## src/wfr_consts.vh

```
// Constants for the watchdog and frequency-recovery control block
`ifndef WFR_CONSTS_VH
`define WFR_CONSTS_VH

`define WFR_CLK_HZ          20000000
`define WFR_TICK_SHORT_MS   150
`define WFR_TICK_LONG_DS    25
`define WFR_RST_PULSE_CYC   64
`define WFR_SMB_ADDR        7'h69

`define WFR_IDX_CTRL        8'h00
`define WFR_IDX_SPEED       8'h01
`define WFR_IDX_CPU_N       8'h02
`define WFR_IDX_CPU_M       8'h03
`define WFR_IDX_REC_CTRL    8'h04
`define WFR_IDX_WD_COUNT    8'h05
`define WFR_IDX_REC_N       8'h06
`define WFR_IDX_REC_M       8'h07
`define WFR_IDX_STATUS      8'h08

`define WFR_CTRL_PROG_EN    0
`define WFR_CTRL_PRIO       1
`define WFR_RC_SRC          0
`define WFR_RC_WATCHDOG_RUN_ENABLE        1
`define WFR_RC_EXPIRED      2
`define WFR_RC_TICK         3
`define WFR_RC_RST_WD       4
`define WFR_RC_RST_FC       5
`define WFR_RC_REC_ACT      6
`define WFR_ST_RUNNING      7

`define WFR_RST_CTRL        2'h0
`define WFR_RST_SPEED       5'h00
`define WFR_RST_CPU_N       8'h00
`define WFR_RST_CPU_M       7'h00
`define WFR_RST_REC_N       8'h00
`define WFR_RST_REC_M       7'h00
`define WFR_RST_WD_COUNT    5'h00

`endif

```

## src/wfr_watchdog_timeout_count.v

```verilog
// Watchdog tick divider and countdown timer
`timescale 1ns/1ps
`include "wfr_consts.vh"

module wfr_watchdog_timeout_count #(
    parameter PW          = 26,
    parameter SHORT_CYC   = 3000000,
    parameter LONG_CYC    = 50000000
) (
    input  wire          ref_clk,
    input  wire          rstn,
    input  wire          run_enable,
    input  wire          tick_unit,
    input  wire [4:0]    timeout_count,
    input  wire          start,
    output reg           timeout_pulse,
    output reg  [4:0]    remain_reg,
    output reg           running_reg
);

    localparam integer  SHORT_M1  = SHORT_CYC - 1;
    localparam integer  LONG_M1   = LONG_CYC - 1;
    localparam [PW-1:0] SHORT_LIM = SHORT_M1[PW-1:0];
    localparam [PW-1:0] LONG_LIM  = LONG_M1[PW-1:0];

    reg  [PW-1:0] pre_reg;
    wire [PW-1:0] pre_lim = tick_unit ? LONG_LIM : SHORT_LIM;
    wire          tick    = running_reg && (pre_reg == pre_lim);

    always @(posedge ref_clk or negedge rstn)
    begin
        if (!rstn)
        begin
            pre_reg       <= {PW{1'b0}};
            remain_reg    <= `WFR_RST_WD_COUNT;
            running_reg   <= 1'b0;
            timeout_pulse <= 1'b0;
        end
        else
        begin
            timeout_pulse <= 1'b0;
            if (!run_enable)
            begin
                // Stopped and held at the programmed count
                running_reg <= 1'b0;
                pre_reg     <= {PW{1'b0}};
                remain_reg  <= timeout_count;
            end
            else if (start)
            begin
                // Armed timer only begins after a frequency change
                running_reg <= 1'b1;
                pre_reg     <= {PW{1'b0}};
                remain_reg  <= timeout_count;
            end
            else if (!running_reg)
            begin
                pre_reg    <= {PW{1'b0}};
                remain_reg <= timeout_count;
            end
            else if (tick)
            begin
                pre_reg <= {PW{1'b0}};
                // Count k expires after k+1 units
                if (remain_reg == 5'h00)
                begin
                    running_reg   <= 1'b0;
                    timeout_pulse <= 1'b1;
                end
                else
                    remain_reg <= remain_reg - 5'h01;
            end
            else
                pre_reg <= pre_reg + {{(PW-1){1'b0}}, 1'b1};
        end
    end

endmodule

```

## src/wfr_watchdog_ctrl.v

```verilog
// SMBus register slave, frequency selection and watchdog recovery control
`timescale 1ns/1ps
`include "wfr_consts.vh"

// How it works
// - On timeout the CPU clock switches itself to the recovery setting.
// - Recovery source 0 uses latched strap code, 1 uses recovery N and M.
// - Recovery from N/M uses 8-bit recovery N and 7-bit recovery M.
// - Strap recovery ratio code is always the latched strap code, whatever the priority bit.
// - Writing either recovery N or M during N/M recovery starts a new recovery load.
// - Watchdog enable 0 stops the counter and reloads the count.
// - Enabled counter waits for a frequency change, then counts down.
// - Timeout flag reads 1 after timeout; write 1 clears, 0 ignored.
// - Five-bit timeout count, unit chosen by the tick-unit bit.
// - A tick while the counter is at zero sets the timeout flag.
// - Tick unit 0 is 150 ms, spanning 150 ms to 4.8 s.
// - Tick unit 1 is 2.5 s, spanning 2.5 s to 80 s.
// - Reset-on-timeout enable gives a reset pulse on each timeout.
// - Reset-on-frequency-change enable gives a reset pulse after changes.
// - Programmable mode: frequency is gear times (N+3)/(M+3).
// - Gear constant chosen by strap or programmed code per priority bit.
// - Programmable mode off: frequency code from strap or programmed code.
// - Programmable mode uses CPU N and M; either write starts loading.
module wfr_watchdog_ctrl #(
    parameter [6:0] SMB_ADDR  = `WFR_SMB_ADDR,
    parameter       SHORT_CYC = `WFR_TICK_SHORT_MS * (`WFR_CLK_HZ / 1000),
    parameter       LONG_CYC  = `WFR_TICK_LONG_DS * (`WFR_CLK_HZ / 10),
    parameter       RST_CYC   = `WFR_RST_PULSE_CYC
) (
    input  wire          ref_clk,
    input  wire          rstn,
    input  wire          smb_sclk,
    input  wire          smb_sdata_i,
    output wire          smb_sdata_o,
    output reg           smb_sdata_oe,
    input  wire [4:0]    strap_speed_code,
    output reg  [8:0]    pll_fb_div,
    output reg  [7:0]    pll_ref_div,
    output reg  [4:0]    pll_speed_code,
    output reg           pll_use_nm,
    output reg           pll_load,
    output reg           sys_rst_n
);

    localparam [3:0] S_IDLE  = 4'h0;
    localparam [3:0] S_ADDR  = 4'h1;
    localparam [3:0] S_CMD   = 4'h2;
    localparam [3:0] S_WDATA = 4'h3;
    localparam [3:0] S_ACK   = 4'h4;
    localparam [3:0] S_RDATA = 4'h5;
    localparam [3:0] S_RACK  = 4'h6;
    localparam [3:0] S_WAIT  = 4'h7;
    localparam [7:0] RCW     = RST_CYC[7:0];

    // Pin synchronisers; the third stage only feeds edge detection
    reg  [2:0] scl_s;
    reg  [2:0] sda_s;
    reg  [4:0] strap_s1;
    reg  [4:0] strap_s2;
    wire       scl_rise = scl_s[1] & ~scl_s[2];
    wire       scl_fall = ~scl_s[1] & scl_s[2];
    wire       sda_bit  = sda_s[1];
    wire       start_c  = scl_s[1] & scl_s[2] & ~sda_s[1] & sda_s[2];
    wire       stop_c   = scl_s[1] & scl_s[2] & sda_s[1] & ~sda_s[2];

    always @(posedge ref_clk or negedge rstn)
    begin
        if (!rstn)
        begin
            scl_s    <= 3'h7;
            sda_s    <= 3'h7;
            strap_s1 <= 5'h00;
            strap_s2 <= 5'h00;
        end
        else
        begin
            scl_s    <= {scl_s[1:0], smb_sclk};
            sda_s    <= {sda_s[1:0], smb_sdata_i};
            strap_s1 <= strap_speed_code;
            strap_s2 <= strap_s1;
        end
    end

    // Straps are caught once, a few clocks after reset release
    reg [1:0] strap_cnt_reg;
    reg [4:0] strap_latch_reg;
    always @(posedge ref_clk or negedge rstn)
    begin
        if (!rstn)
        begin
            strap_cnt_reg   <= 2'h0;
            strap_latch_reg <= 5'h00;
        end
        else if (strap_cnt_reg != 2'h3)
        begin
            strap_cnt_reg <= strap_cnt_reg + 2'h1;
            if (strap_cnt_reg == 2'h2)
                strap_latch_reg <= strap_s2;
        end
    end

    // Register file
    reg  [1:0] ctrl_reg;
    reg  [4:0] speed_reg;
    reg  [7:0] cpu_n_reg;
    reg  [6:0] cpu_m_reg;
    reg  [7:0] rec_n_reg;
    reg  [6:0] rec_m_reg;
    reg  [4:0] wd_count_reg;
    reg        rec_src_reg;
    reg        watchdog_run_enable_reg;
    reg        tick_unit_reg;
    reg        rst_watchdog_run_enable_reg;
    reg        rst_fc_en_reg;
    reg        expired_reg;
    reg        rec_act_reg;
    reg        wr_stb;
    reg  [7:0] wr_idx;
    reg  [7:0] wr_dat;
    wire       wd_timeout;
    wire [4:0] wd_remain;
    wire       wd_running;

    wire wr_freq = wr_stb && (wr_idx == `WFR_IDX_CTRL ||
                   wr_idx == `WFR_IDX_SPEED || wr_idx == `WFR_IDX_CPU_N ||
                   wr_idx == `WFR_IDX_CPU_M);
    // Recovery N/M writes reload only while that setting drives the clock
    wire wr_rec  = wr_stb && rec_act_reg && rec_src_reg &&
                   (wr_idx == `WFR_IDX_REC_N ||
                    wr_idx == `WFR_IDX_REC_M);
    wire sw_change = wr_freq | wr_rec;
    wire recover   = wd_timeout;
    // Flipping the source mid-recovery moves the clock, so it loads too
    wire src_flip = wr_stb && rec_act_reg &&
                    (wr_idx == `WFR_IDX_REC_CTRL) &&
                    (wr_dat[`WFR_RC_SRC] != rec_src_reg);
    wire freq_change = sw_change | recover | src_flip;
    wire clr_expired = wr_stb && (wr_idx == `WFR_IDX_REC_CTRL) &&
                       wr_dat[`WFR_RC_EXPIRED];

    always @(posedge ref_clk or negedge rstn)
    begin
        if (!rstn)
        begin
            ctrl_reg      <= `WFR_RST_CTRL;
            speed_reg     <= `WFR_RST_SPEED;
            cpu_n_reg     <= `WFR_RST_CPU_N;
            cpu_m_reg     <= `WFR_RST_CPU_M;
            rec_n_reg     <= `WFR_RST_REC_N;
            rec_m_reg     <= `WFR_RST_REC_M;
            wd_count_reg  <= `WFR_RST_WD_COUNT;
            rec_src_reg   <= 1'b0;
            watchdog_run_enable_reg     <= 1'b0;
            tick_unit_reg <= 1'b0;
            rst_watchdog_run_enable_reg <= 1'b0;
            rst_fc_en_reg <= 1'b0;
            expired_reg   <= 1'b0;
            rec_act_reg   <= 1'b0;
        end
        else
        begin
            if (wr_stb)
            begin
                case (wr_idx)
                    `WFR_IDX_CTRL:     ctrl_reg     <= wr_dat[1:0];
                    `WFR_IDX_SPEED:    speed_reg    <= wr_dat[4:0];
                    `WFR_IDX_CPU_N:    cpu_n_reg    <= wr_dat;
                    `WFR_IDX_CPU_M:    cpu_m_reg    <= wr_dat[6:0];
                    `WFR_IDX_REC_N:    rec_n_reg    <= wr_dat;
                    `WFR_IDX_REC_M:    rec_m_reg    <= wr_dat[6:0];
                    `WFR_IDX_WD_COUNT: wd_count_reg <= wr_dat[4:0];
                    `WFR_IDX_REC_CTRL:
                    begin
                        rec_src_reg   <= wr_dat[`WFR_RC_SRC];
                        watchdog_run_enable_reg     <= wr_dat[`WFR_RC_WATCHDOG_RUN_ENABLE];
                        tick_unit_reg <= wr_dat[`WFR_RC_TICK];
                        rst_watchdog_run_enable_reg <= wr_dat[`WFR_RC_RST_WD];
                        rst_fc_en_reg <= wr_dat[`WFR_RC_RST_FC];
                    end
                    default: ;
                endcase
            end
            // A timeout in the clearing cycle keeps the flag set
            expired_reg <= wd_timeout | (expired_reg & ~clr_expired);
            // Software taking back the clock ends recovery
            if (recover)
                rec_act_reg <= 1'b1;
            else if (wr_freq)
                rec_act_reg <= 1'b0;
        end
    end

    wfr_watchdog_timeout_count #(
        .PW        (26),
        .SHORT_CYC (SHORT_CYC),
        .LONG_CYC  (LONG_CYC)
    ) u_timer (
        .ref_clk       (ref_clk),
        .rstn          (rstn),
        .run_enable    (watchdog_run_enable_reg),
        .tick_unit     (tick_unit_reg),
        .timeout_count (wd_count_reg),
        .start         (sw_change),
        .timeout_pulse (wd_timeout),
        .remain_reg    (wd_remain),
        .running_reg   (wd_running)
    );

    // Clock selection; ratio and gear code follow the priority bit, except strap recovery which always takes the strap code
    wire [4:0] code_sel = ctrl_reg[`WFR_CTRL_PRIO] ? speed_reg
                                                   : strap_latch_reg;
    reg  [8:0] fb_next;
    reg  [7:0] ref_next;
    reg  [4:0] code_next;
    reg        nm_next;
    always @*
    begin
        fb_next   = {1'b0, cpu_n_reg} + 9'h003;
        ref_next  = {1'b0, cpu_m_reg} + 8'h03;
        code_next = code_sel;
        nm_next   = ctrl_reg[`WFR_CTRL_PROG_EN];
        if (rec_act_reg)
        begin
            if (rec_src_reg)
            begin
                fb_next   = {1'b0, rec_n_reg} + 9'h003;
                ref_next  = {1'b0, rec_m_reg} + 8'h03;
                code_next = code_sel;
                nm_next   = 1'b1;
            end
            else
            begin
                code_next = strap_latch_reg;
                nm_next   = 1'b0;
            end
        end
    end

    // Load strobe and new settings leave the same clock edge together
    reg chg_d_reg;
    always @(posedge ref_clk or negedge rstn)
    begin
        if (!rstn)
        begin
            pll_fb_div     <= 9'h003;
            pll_ref_div    <= 8'h03;
            pll_speed_code <= 5'h00;
            pll_use_nm     <= 1'b0;
            chg_d_reg      <= 1'b0;
            pll_load       <= 1'b0;
        end
        else
        begin
            pll_fb_div     <= fb_next;
            pll_ref_div    <= ref_next;
            pll_speed_code <= code_next;
            pll_use_nm     <= nm_next;
            chg_d_reg      <= freq_change;
            pll_load       <= chg_d_reg;
        end
    end

    // System reset pulse; a new trigger restarts the full width
    reg [7:0] rst_cnt_reg;
    wire rst_trig = (wd_timeout & rst_watchdog_run_enable_reg) |
                    (freq_change & rst_fc_en_reg);
    always @(posedge ref_clk or negedge rstn)
    begin
        if (!rstn)
        begin
            rst_cnt_reg <= 8'h00;
            sys_rst_n   <= 1'b1;
        end
        else
        begin
            if (rst_trig)
                rst_cnt_reg <= RCW;
            else if (rst_cnt_reg != 8'h00)
                rst_cnt_reg <= rst_cnt_reg - 8'h01;
            sys_rst_n <= ~(rst_trig | (rst_cnt_reg > 8'h01));
        end
    end

    // Read mux
    reg [7:0] rd_data;
    reg [7:0] idx_reg;
    always @*
    begin
        rd_data = 8'h00;
        case (idx_reg)
            `WFR_IDX_CTRL:     rd_data = {6'h00, ctrl_reg};
            `WFR_IDX_SPEED:    rd_data = {3'h0, speed_reg};
            `WFR_IDX_CPU_N:    rd_data = cpu_n_reg;
            `WFR_IDX_CPU_M:    rd_data = {1'b0, cpu_m_reg};
            `WFR_IDX_REC_N:    rd_data = rec_n_reg;
            `WFR_IDX_REC_M:    rd_data = {1'b0, rec_m_reg};
            `WFR_IDX_WD_COUNT: rd_data = {3'h0, wd_count_reg};
            `WFR_IDX_REC_CTRL: rd_data = {1'b0, rec_act_reg, rst_fc_en_reg,
                                          rst_watchdog_run_enable_reg, tick_unit_reg,
                                          expired_reg, watchdog_run_enable_reg,
                                          rec_src_reg};
            `WFR_IDX_STATUS:   rd_data = {wd_running, 2'h0, wd_remain};
            default:           rd_data = 8'h00;
        endcase
    end

    // SMBus slave: byte and sequential write/read with auto-increment
    reg [3:0] st_reg;
    reg [2:0] bit_cnt;
    reg [7:0] sh_reg;
    reg [7:0] tx_reg;
    reg       byte_full;
    reg       read_mode;
    reg       cmd_seen;

    assign smb_sdata_o = 1'b0;

    always @(posedge ref_clk or negedge rstn)
    begin
        if (!rstn)
        begin
            st_reg <= S_IDLE;
            bit_cnt <= 3'h0;
            sh_reg <= 8'h00;
            tx_reg <= 8'h00;
            byte_full <= 1'b0;
            read_mode <= 1'b0;
            cmd_seen <= 1'b0;
            idx_reg <= 8'h00;
            smb_sdata_oe <= 1'b0;
            wr_stb <= 1'b0;
            wr_idx <= 8'h00;
            wr_dat <= 8'h00;
        end
        else
        begin
            wr_stb <= 1'b0;
            if (start_c)
            begin
                st_reg <= S_ADDR;
                bit_cnt <= 3'h0;
                byte_full <= 1'b0;
                cmd_seen <= 1'b0;
                smb_sdata_oe <= 1'b0;
            end
            else if (stop_c)
            begin
                st_reg <= S_IDLE;
                smb_sdata_oe <= 1'b0;
            end
            else if (scl_rise)
            begin
                case (st_reg)
                    S_ADDR, S_CMD, S_WDATA:
                    begin
                        sh_reg <= {sh_reg[6:0], sda_bit};
                        bit_cnt <= bit_cnt + 3'h1;
                        if (bit_cnt == 3'h7)
                            byte_full <= 1'b1;
                    end
                    S_RDATA:
                        bit_cnt <= bit_cnt + 3'h1;
                    S_RACK:
                    begin
                        if (sda_bit)
                            st_reg <= S_WAIT;
                        else
                        begin
                            idx_reg <= idx_reg + 8'h01;
                            st_reg <= S_ACK;
                        end
                    end
                    default: ;
                endcase
            end
            else if (scl_fall)
            begin
                case (st_reg)
                    S_ADDR, S_CMD, S_WDATA:
                    begin
                        if (byte_full)
                        begin
                            byte_full <= 1'b0;
                            smb_sdata_oe <= 1'b1;
                            st_reg <= S_ACK;
                            if (st_reg == S_ADDR)
                            begin
                                read_mode <= sh_reg[0];
                                if (sh_reg[7:1] != SMB_ADDR)
                                begin
                                    smb_sdata_oe <= 1'b0;
                                    st_reg <= S_WAIT;
                                end
                            end
                            else if (st_reg == S_CMD)
                            begin
                                idx_reg <= sh_reg;
                                cmd_seen <= 1'b1;
                            end
                            else
                            begin
                                wr_stb <= 1'b1;
                                wr_idx <= idx_reg;
                                wr_dat <= sh_reg;
                                idx_reg <= idx_reg + 8'h01;
                            end
                        end
                    end
                    S_ACK:
                    begin
                        bit_cnt <= 3'h0;
                        if (read_mode)
                        begin
                            tx_reg <= rd_data;
                            smb_sdata_oe <= ~rd_data[7];
                            st_reg <= S_RDATA;
                        end
                        else
                        begin
                            smb_sdata_oe <= 1'b0;
                            st_reg <= cmd_seen ? S_WDATA : S_CMD;
                        end
                    end
                    S_RDATA:
                    begin
                        if (bit_cnt == 3'h0)
                        begin
                            smb_sdata_oe <= 1'b0;
                            st_reg <= S_RACK;
                        end
                        else
                        begin
                            tx_reg <= {tx_reg[6:0], 1'b0};
                            smb_sdata_oe <= ~tx_reg[6];
                        end
                    end
                    default: ;
                endcase
            end
        end
    end

endmodule

```

## config.mk

```make
export PLATFORM = sky130hd
export DESIGN_NAME = wfr_watchdog_ctrl
export DESIGN_NICKNAME = d
export VERILOG_FILES = /design/src/wfr_watchdog_timeout_count.v /design/src/wfr_watchdog_ctrl.v
export VERILOG_INCLUDE_DIRS = /design/src
export SDC_FILE = /design/constraint.sdc
export NUM_CORES = 1
export LEC_CHECK = 0
export BUFFER_PORTS_ARGS = -buffer_cell sky130_fd_sc_hd__buf_2
export CAP_MARGIN = 20
export CORE_MARGIN = 2
export CORE_UTILIZATION = 25
export DETAILED_ROUTE_END_ITERATION = 7
export PLACE_DENSITY = 0.44
export SYNTH_ARGS = -nofsm -noshare
export SYNTH_HDL_FRONTEND = slang
export SYNTH_HIERARCHICAL = 1
export SYNTH_SLANG_ARGS = --single-unit
```

## constraint.sdc

```tcl
create_clock -name ref_clk -period 2.55 [get_ports ref_clk]
set_input_delay 0.255 -clock ref_clk [delete_from_list [all_inputs] [get_ports ref_clk]]
set_output_delay 0.255 -clock ref_clk [all_outputs]
set_load 0.02 [all_outputs]
```

==> flow_metrics.env, run 1 <==
export IMPL_power_leakage_nw=4.69
export IMPL_clk_latency_ns=0.44
export IMPL_r2r_cells=5
export IMPL_grt_pass1_vias=6632
export IMPL_synthMuxAreaShare=0.109
export IMPL_cp_arrival_ns=2.63
export IMPL_crit_slowest_cell="or4b_1"
export IMPL_die_width_microns=197
export IMPL_grt_usage=0.128
export IMPL_hold_viol_final=0
export IMPL_dr_pass1_iters=4
export IMPL_async_flop_share=1.00
export IMPL_power_density_nw_per_um2=715
export IMPL_critPathMaxStageDelay_ns=0.57
export IMPL_postCtsSetupBuffers=0
export IMPL_placed_area_sq_um=10100
export IMPL_num_vias=6665
export IMPL_r2r_end="cpu_n_reg[5]"
export IMPL_status="complete, no violations"
export IMPL_reg2reg_from="wr_idx[4]"
export IMPL_fp_dieH_microns=197
export IMPL_grt_max_degree=57
export IMPL_cts_root_buf="clkbuf_16"
export IMPL_htree_levels=4
export IMPL_syn_to_final_growth_pct=16.4
export IMPL_routed_wl_mm=23.3
export IMPL_core_area_sq_um=36500
export IMPL_setup_worst_path_start="wr_idx[4]"
export IMPL_cts_sinks=189
export IMPL_ant_nets=0
export IMPL_avgSynthCellArea_sq_um=10.7
export IMPL_placedCellCount=1353
export IMPL_ys_warn_count=6
export IMPL_die_area_sq_um=38600
export IMPL_critPathMaxFanout=8
export IMPL_netlist_instances=862
export IMPL_finalSetupTns_ns=0
export IMPL_vdd_drop_max_v=0.000457
export IMPL_synth_top_family_by_area="simple AND/OR/NAND/NOR gates"
export IMPL_period_share=0.905
export IMPL_yosys_area_share_simple=0.161
export IMPL_grt_overflow_total=0
export IMPL_largest_reg_flops=26
export IMPL_rsz0062_at_grt="no"
export IMPL_whs_ns=0.337
export IMPL_wl_per_cell_microns=16.7
export IMPL_synth_most_common_cell="dfrtp_1"
export IMPL_synth_top_area_share=0.481
export IMPL_ff2ff_setup_slack_ns=0.24
export IMPL_fin_skew_ns=0.0142
export IMPL_fin_area_sq_um=10800
export IMPL_viasPerCell=4.78
export IMPL_path_class="reg2reg"
export IMPL_end_kind="flip-flop"
export IMPL_synth_cell_area_sq_um=9270
export IMPL_clkTransAtPathRegs_ns=0.07
export IMPL_ys_top_cells_by_count="dfrtp_1, mux2_2, nor2_1"
export IMPL_synth_edff_count=0
export IMPL_dp_hpwl_mm=16.5
export IMPL_layoutNonFillerInstCount=1393
export IMPL_ys_types=79
export IMPL_drt_iter0_markers=414
export IMPL_drv_slew=0
export IMPL_remaining_drc_errors=0
export IMPL_cts_tree="built"
export IMPL_tightest_slew_ns=0.719
export IMPL_synth_seq_cells=189
export IMPL_routabilityCongestion=0.781
export IMPL_start_util=0.254
export IMPL_required_ns=2.87
export IMPL_relSlewSlack=0.520
export IMPL_setup_viol_count_final=0
export IMPL_maxCapViolCount=0
export IMPL_path_cells="or4b_1 > nor3_4 > nand2b_4 > nor3b_4 > mux2_2"
export IMPL_cts_buffers=17
export IMPL_drive_above_1_share=0.218
export IMPL_io_buffers=34
export IMPL_synthAdderAreaFrac=0.0284
export IMPL_synth_largest_area_cell="dfrtp_1"
export IMPL_max_clock_freq_mhz=434
export IMPL_synth_compound_area_frac=0.109
export IMPL_synth_area_leaders="dfrtp_1, mux2_2, nor2_1"
export IMPL_critPathLaunchType="flip-flop"
export IMPL_critPathCapture="cpu_n_reg[5]"
export IMPL_syn_num_nets=892
export IMPL_clockBufferDepth=2
export IMPL_yosys_area_share_xor_xnor=0.0501
export IMPL_hold_class="in2async"
export IMPL_grt_pass1_wl_mm=38.4
export IMPL_yosysSeqAreaShare=0.512
export IMPL_power_mw=7.71
export IMPL_antenna_found_initial=0
export IMPL_rows=70
export IMPL_pin_count=36
export IMPL_nNetsFinal=942
export IMPL_period_minus_slack_ns=2.31
export IMPL_synth_flop_cell="dfrtp_1"
export IMPL_n_antenna_cell=0
## where the power goes
| group | internal, mW | switching, mW |
|---|---|---|
| clock network | 1.54 | 1.22 |
| logic | 0.572 | 0.877 |
| registers | 3.20 | 0.302 |
| total | 5.31 | 2.40 |
## cell usage in the layout, fill, tap and decap left out, drive strengths merged, types with 25 or more instances in the layout
master	count
dfrtp	178
mux2	84
nor2	80
nand2	69
buf	58
o21ai	49
inv	38
xor2	27
nand3	27
xnor2	26
a21oi	25
## critical path, delay by kind of cell (launching register included)
kind	cells	cell delay [ns]
simple gates	4	1.42
flops	1	0.38
mux	1	0.39
## timing repair
| action | 4_1_cts | 5_1_grt |
|---|---|---|
| hold buffers | 8 | 0 |
| endpoints found under the hold margin | 56 | 0 |
| resized for setup | 0 | 0 |
## routing by layer
metal  GRT usage  share of wire  up-vias
li1            -              -     3171
met1       0.177           0.49     3384
met3      0.0260          0.031       20
met2       0.199           0.46       90
met4      0.0429          0.019        0
met5           0              0        -
## how the worst min path moves through the flow
| stage | start | endpoint | slack [ns] | cells after the start |
|---|---|---|---|---|
| floorplan | rstn | bit_cnt[0] | -0.04 | 0 |
| global placement | rstn | strap_s1[0] | 0.26 | 1 |
| CTS | rstn | pll_speed_code[2] | 0.34 | 2 |
| global route | rstn | pll_speed_code[2] | 0.36 | 2 |
| finish | rstn | pll_speed_code[2] | 0.34 | 2 |
| detailed placement | rstn | strap_s1[0] | 0.27 | 1 |
## logic make-up after synthesis
family	after synthesis
AO/OA/AOI/OAI	151
XOR/XNOR	53
adder cells (fa/ha/maj)	21
buffers and inverters	71
flip-flops	189
multiplexers	90
other	1
AND/OR/NAND/NOR	286
## layout make-up
type | instances | area, sq um
clock inverters | 10 | 129
inverters | 35 | 131
flip-flops and latches | 189 | 4740
fillers | 3765 | 25700
multi-input cells | 602 | 4230
clock buffers | 22 | 474
repair buffers | 67 | 484
well taps | 468 | 586
## metrics by stage
step            util  setup slack (ns)
6_report       0.295             0.243
5_1_grt        0.295             0.138
2_1_floorplan      -             0.184
3_5_place_dp   0.276             0.277
3_3_place_gp   0.276             0.299
4_1_cts        0.295             0.252
No activity file was read; power rests on OpenSTA's default activity.
==> run 2, diff against run 1 <==
--- a/config.mk
+++ b/config.mk
@@ -10,8 +10,9 @@
 export CAP_MARGIN = 20
 export CORE_MARGIN = 2
 export CORE_UTILIZATION = 25
+export CTS_CLUSTER_SIZE = 10
 export DETAILED_ROUTE_END_ITERATION = 7
-export PLACE_DENSITY = 0.44
+export PLACE_DENSITY = 0.45
 export SYNTH_ARGS = -nofsm -noshare
 export SYNTH_HDL_FRONTEND = slang
 export SYNTH_HIERARCHICAL = 1
==> constraint.sdc (replaced) <==
create_clock -name ref_clk -period 1.95 [get_ports ref_clk]
set_input_delay 0.195 -clock ref_clk [delete_from_list [all_inputs] [get_ports ref_clk]]
set_output_delay 0.195 -clock ref_clk [all_outputs]
set_load 0.02 [all_outputs]
==> run 2 against run 1 <==
Clock-buffer cell count shrank 4; combinational power grew 100%; setup slack lost 0.41 ns; fmax grew 9.1%; non-clock buffer count grew 104; critical path depth grew 2; utilization grew 4.1 points; the flow now finishes with violations (negative setup slack); register-to-register slack lost 0.41 ns; critical path type unchanged.
==> flow_metrics.env, run 2 (same netlist as run 1, synthesis figures left out) <==
export IMPL_cts_sinks=189
export IMPL_cts_tree="built"
export IMPL_period_minus_slack_ns=2.11
export IMPL_io_buffers=34
export IMPL_layoutNonFillerInstCount=1499
export IMPL_clock_power_share=0.329
export IMPL_cp_arrival_ns=2.44
export IMPL_vdd_drop_max_v=0.000589
export IMPL_largest_reg_flops=26
export IMPL_fp_dieH_microns=197
export IMPL_setup_viol_count_final=89
export IMPL_hold_class="in2async"
export IMPL_layout_commonest_cell="dfrtp_1"
export IMPL_wl_per_cell_microns=16.4
export IMPL_worst_slack_ns=-0.163
export IMPL_viasPerCell=4.66
export IMPL_remaining_drc_errors=0
export IMPL_antenna_found_initial=0
export IMPL_rsz0062_at_grt="yes"
export IMPL_n_fill_cell=3681
export IMPL_pin_count=36
export IMPL_seq_area_sq_um=4750
export IMPL_ff2ff_setup_slack_ns=-0.16
export IMPL_final_util=0.336
export IMPL_hold_viol_final=0
export IMPL_routed_wl_mm=24.5
export IMPL_fin_skew_ns=0.0116
export IMPL_die_area_sq_um=38600
export IMPL_max_clock_freq_mhz=473
export IMPL_drv_slew=0
export IMPL_grt_pass1_wl_mm=39.9
export IMPL_period_share=1.08
export IMPL_grt_usage=0.132
export IMPL_placedCellCount=1443
export IMPL_ant_nets=0
export IMPL_die_width_microns=197
export IMPL_htree_levels=4
export IMPL_dr_pass1_iters=5
export IMPL_grt_overflow_total=0
export IMPL_layout_common_cells="dfrtp_1, buf_4, nor2_1"
export IMPL_clkTransAtPathRegs_ns=0.08
export IMPL_required_ns=2.28
export IMPL_clk_latency_ns=0.44
export IMPL_violations="negative setup slack"
export IMPL_p_sw_mw=3.69
export IMPL_multiInputGateArea_sq_um=4730
export IMPL_drive_above_1_share=0.366
export IMPL_power_mw=11.2
export IMPL_clockBufferDepth=2
export IMPL_syn_to_final_growth_pct=32.4
export IMPL_status="finished with violations"
export IMPL_power_leakage_nw=5.37
export IMPL_cts_buffers=17
export IMPL_routabilityCongestion=0.829
export IMPL_rows=70
export IMPL_grt_pass1_vias=6982
export IMPL_whs_ns=0.276
export IMPL_drt_iter0_markers=440
export IMPL_r2r_cells=7
export IMPL_n_antenna_cell=0
export IMPL_dp_hpwl_mm=17.2
export IMPL_end_kind="flip-flop"
export IMPL_p_seq_frac=0.410
export IMPL_grt_max_degree=52
export IMPL_core_area_sq_um=36500
export IMPL_path_class="reg2reg"
export IMPL_start_util=0.254
export IMPL_cts_root_buf="clkbuf_16"
export IMPL_critPathMaxFanout=9
export IMPL_power_density_nw_per_um2=910
export IMPL_maxCapViolCount=0
export IMPL_swShare=0.330
export IMPL_p_comb_frac=0.261
export IMPL_nNetsFinal=1048
export IMPL_critPathLaunchType="flip-flop"
export IMPL_num_vias=6983
export IMPL_internal_power_mw=7.47
==> run 2: cell count changes in the layout (fill, tap and decap cells not counted), moves of 14 or more <==
cell,before,now
mux2_2,83,62
o21ai_0,48,29
buf_4,22,99
mux2_4,0,22
buf_6,0,17
o21ai_1,1,15
==> run 2: final timing paths <==
path / startpoint / endpoint
setup / recovery: wr_idx[6] / rec_n_reg[6]
hold / removal: rstn / strap_s1[2]
setup reg to reg: wr_idx[6] / rec_n_reg[6]
hold reg to reg: strap_s1[1] / strap_s2[1]
max in group asynchronous: rstn / strap_cnt_reg[0]
min in group ref_clk: strap_s1[1] / strap_s2[1]
==> run 2: timing repair <==
action / CTS / global route
setup endpoints to repair: 121 / 125
cloned: 2 / 1
buffers inserted: 9 / 9
endpoints found under the hold margin: 47 / 0
pin swaps: 20 / 27
resized for setup: 90 / 56
hold buffers: 8 / 0
==> run 2: per-stage QoR <==
stage,instance area (sq um),setup WS [ns],setup TNS (ns)
final,12300,-0.163,-9.61
after floorplan,9340,-0.224,-9.98
after global placement,10900,-0.233,-17.09
after CTS,12100,-0.170,-11.33
after detailed placement,10900,-0.271,-19.30
after global routing,12300,-0.240,-16.54
==> run 2: worst max-delay path, stage by stage, from the launching register on <==
cell,delay [ns]
dfrtp_1,0.38
or4b_4,0.55
nor3_4,0.23
buf_4,0.17
buf_6,0.12
nand4b_1,0.11
buf_6,0.18
mux2_2,0.26
==> run 2: area by class of cell <==
cell class | count | share of cell area
multi-input combinational | 604 | 0.386
timing repair buffer | 171 | 0.118
sequential | 189 | 0.387
inverter | 35 | 0.0111
clock buffer | 18 | 0.0358
tap | 468 | 0.0478
clock inverter | 14 | 0.0143
==> run 2: power groups by stage <==
stage	Combinational [mW]	Clock, mW	Sequential (mW)
6_report	2.91	3.67	4.57
5_1_grt	3.19	3.97	4.62
4_1_cts	2.74	3.80	4.55
3_5_place_dp	2.47	0	4.60
3_3_place_gp	2.46	0	4.60
2_1_floorplan	1.33	0	4.43
==> run 2: layer usage <==
layer | GRT usage | vias up | share of wire
li1 | - | 3405 | -
met1 | 0.187 | 3468 | 0.51
met2 | 0.204 | 87 | 0.45
met3 | 0.0243 | 23 | 0.025
met4 | 0.0379 | 0 | 0.016
met5 | 0 | - | 0
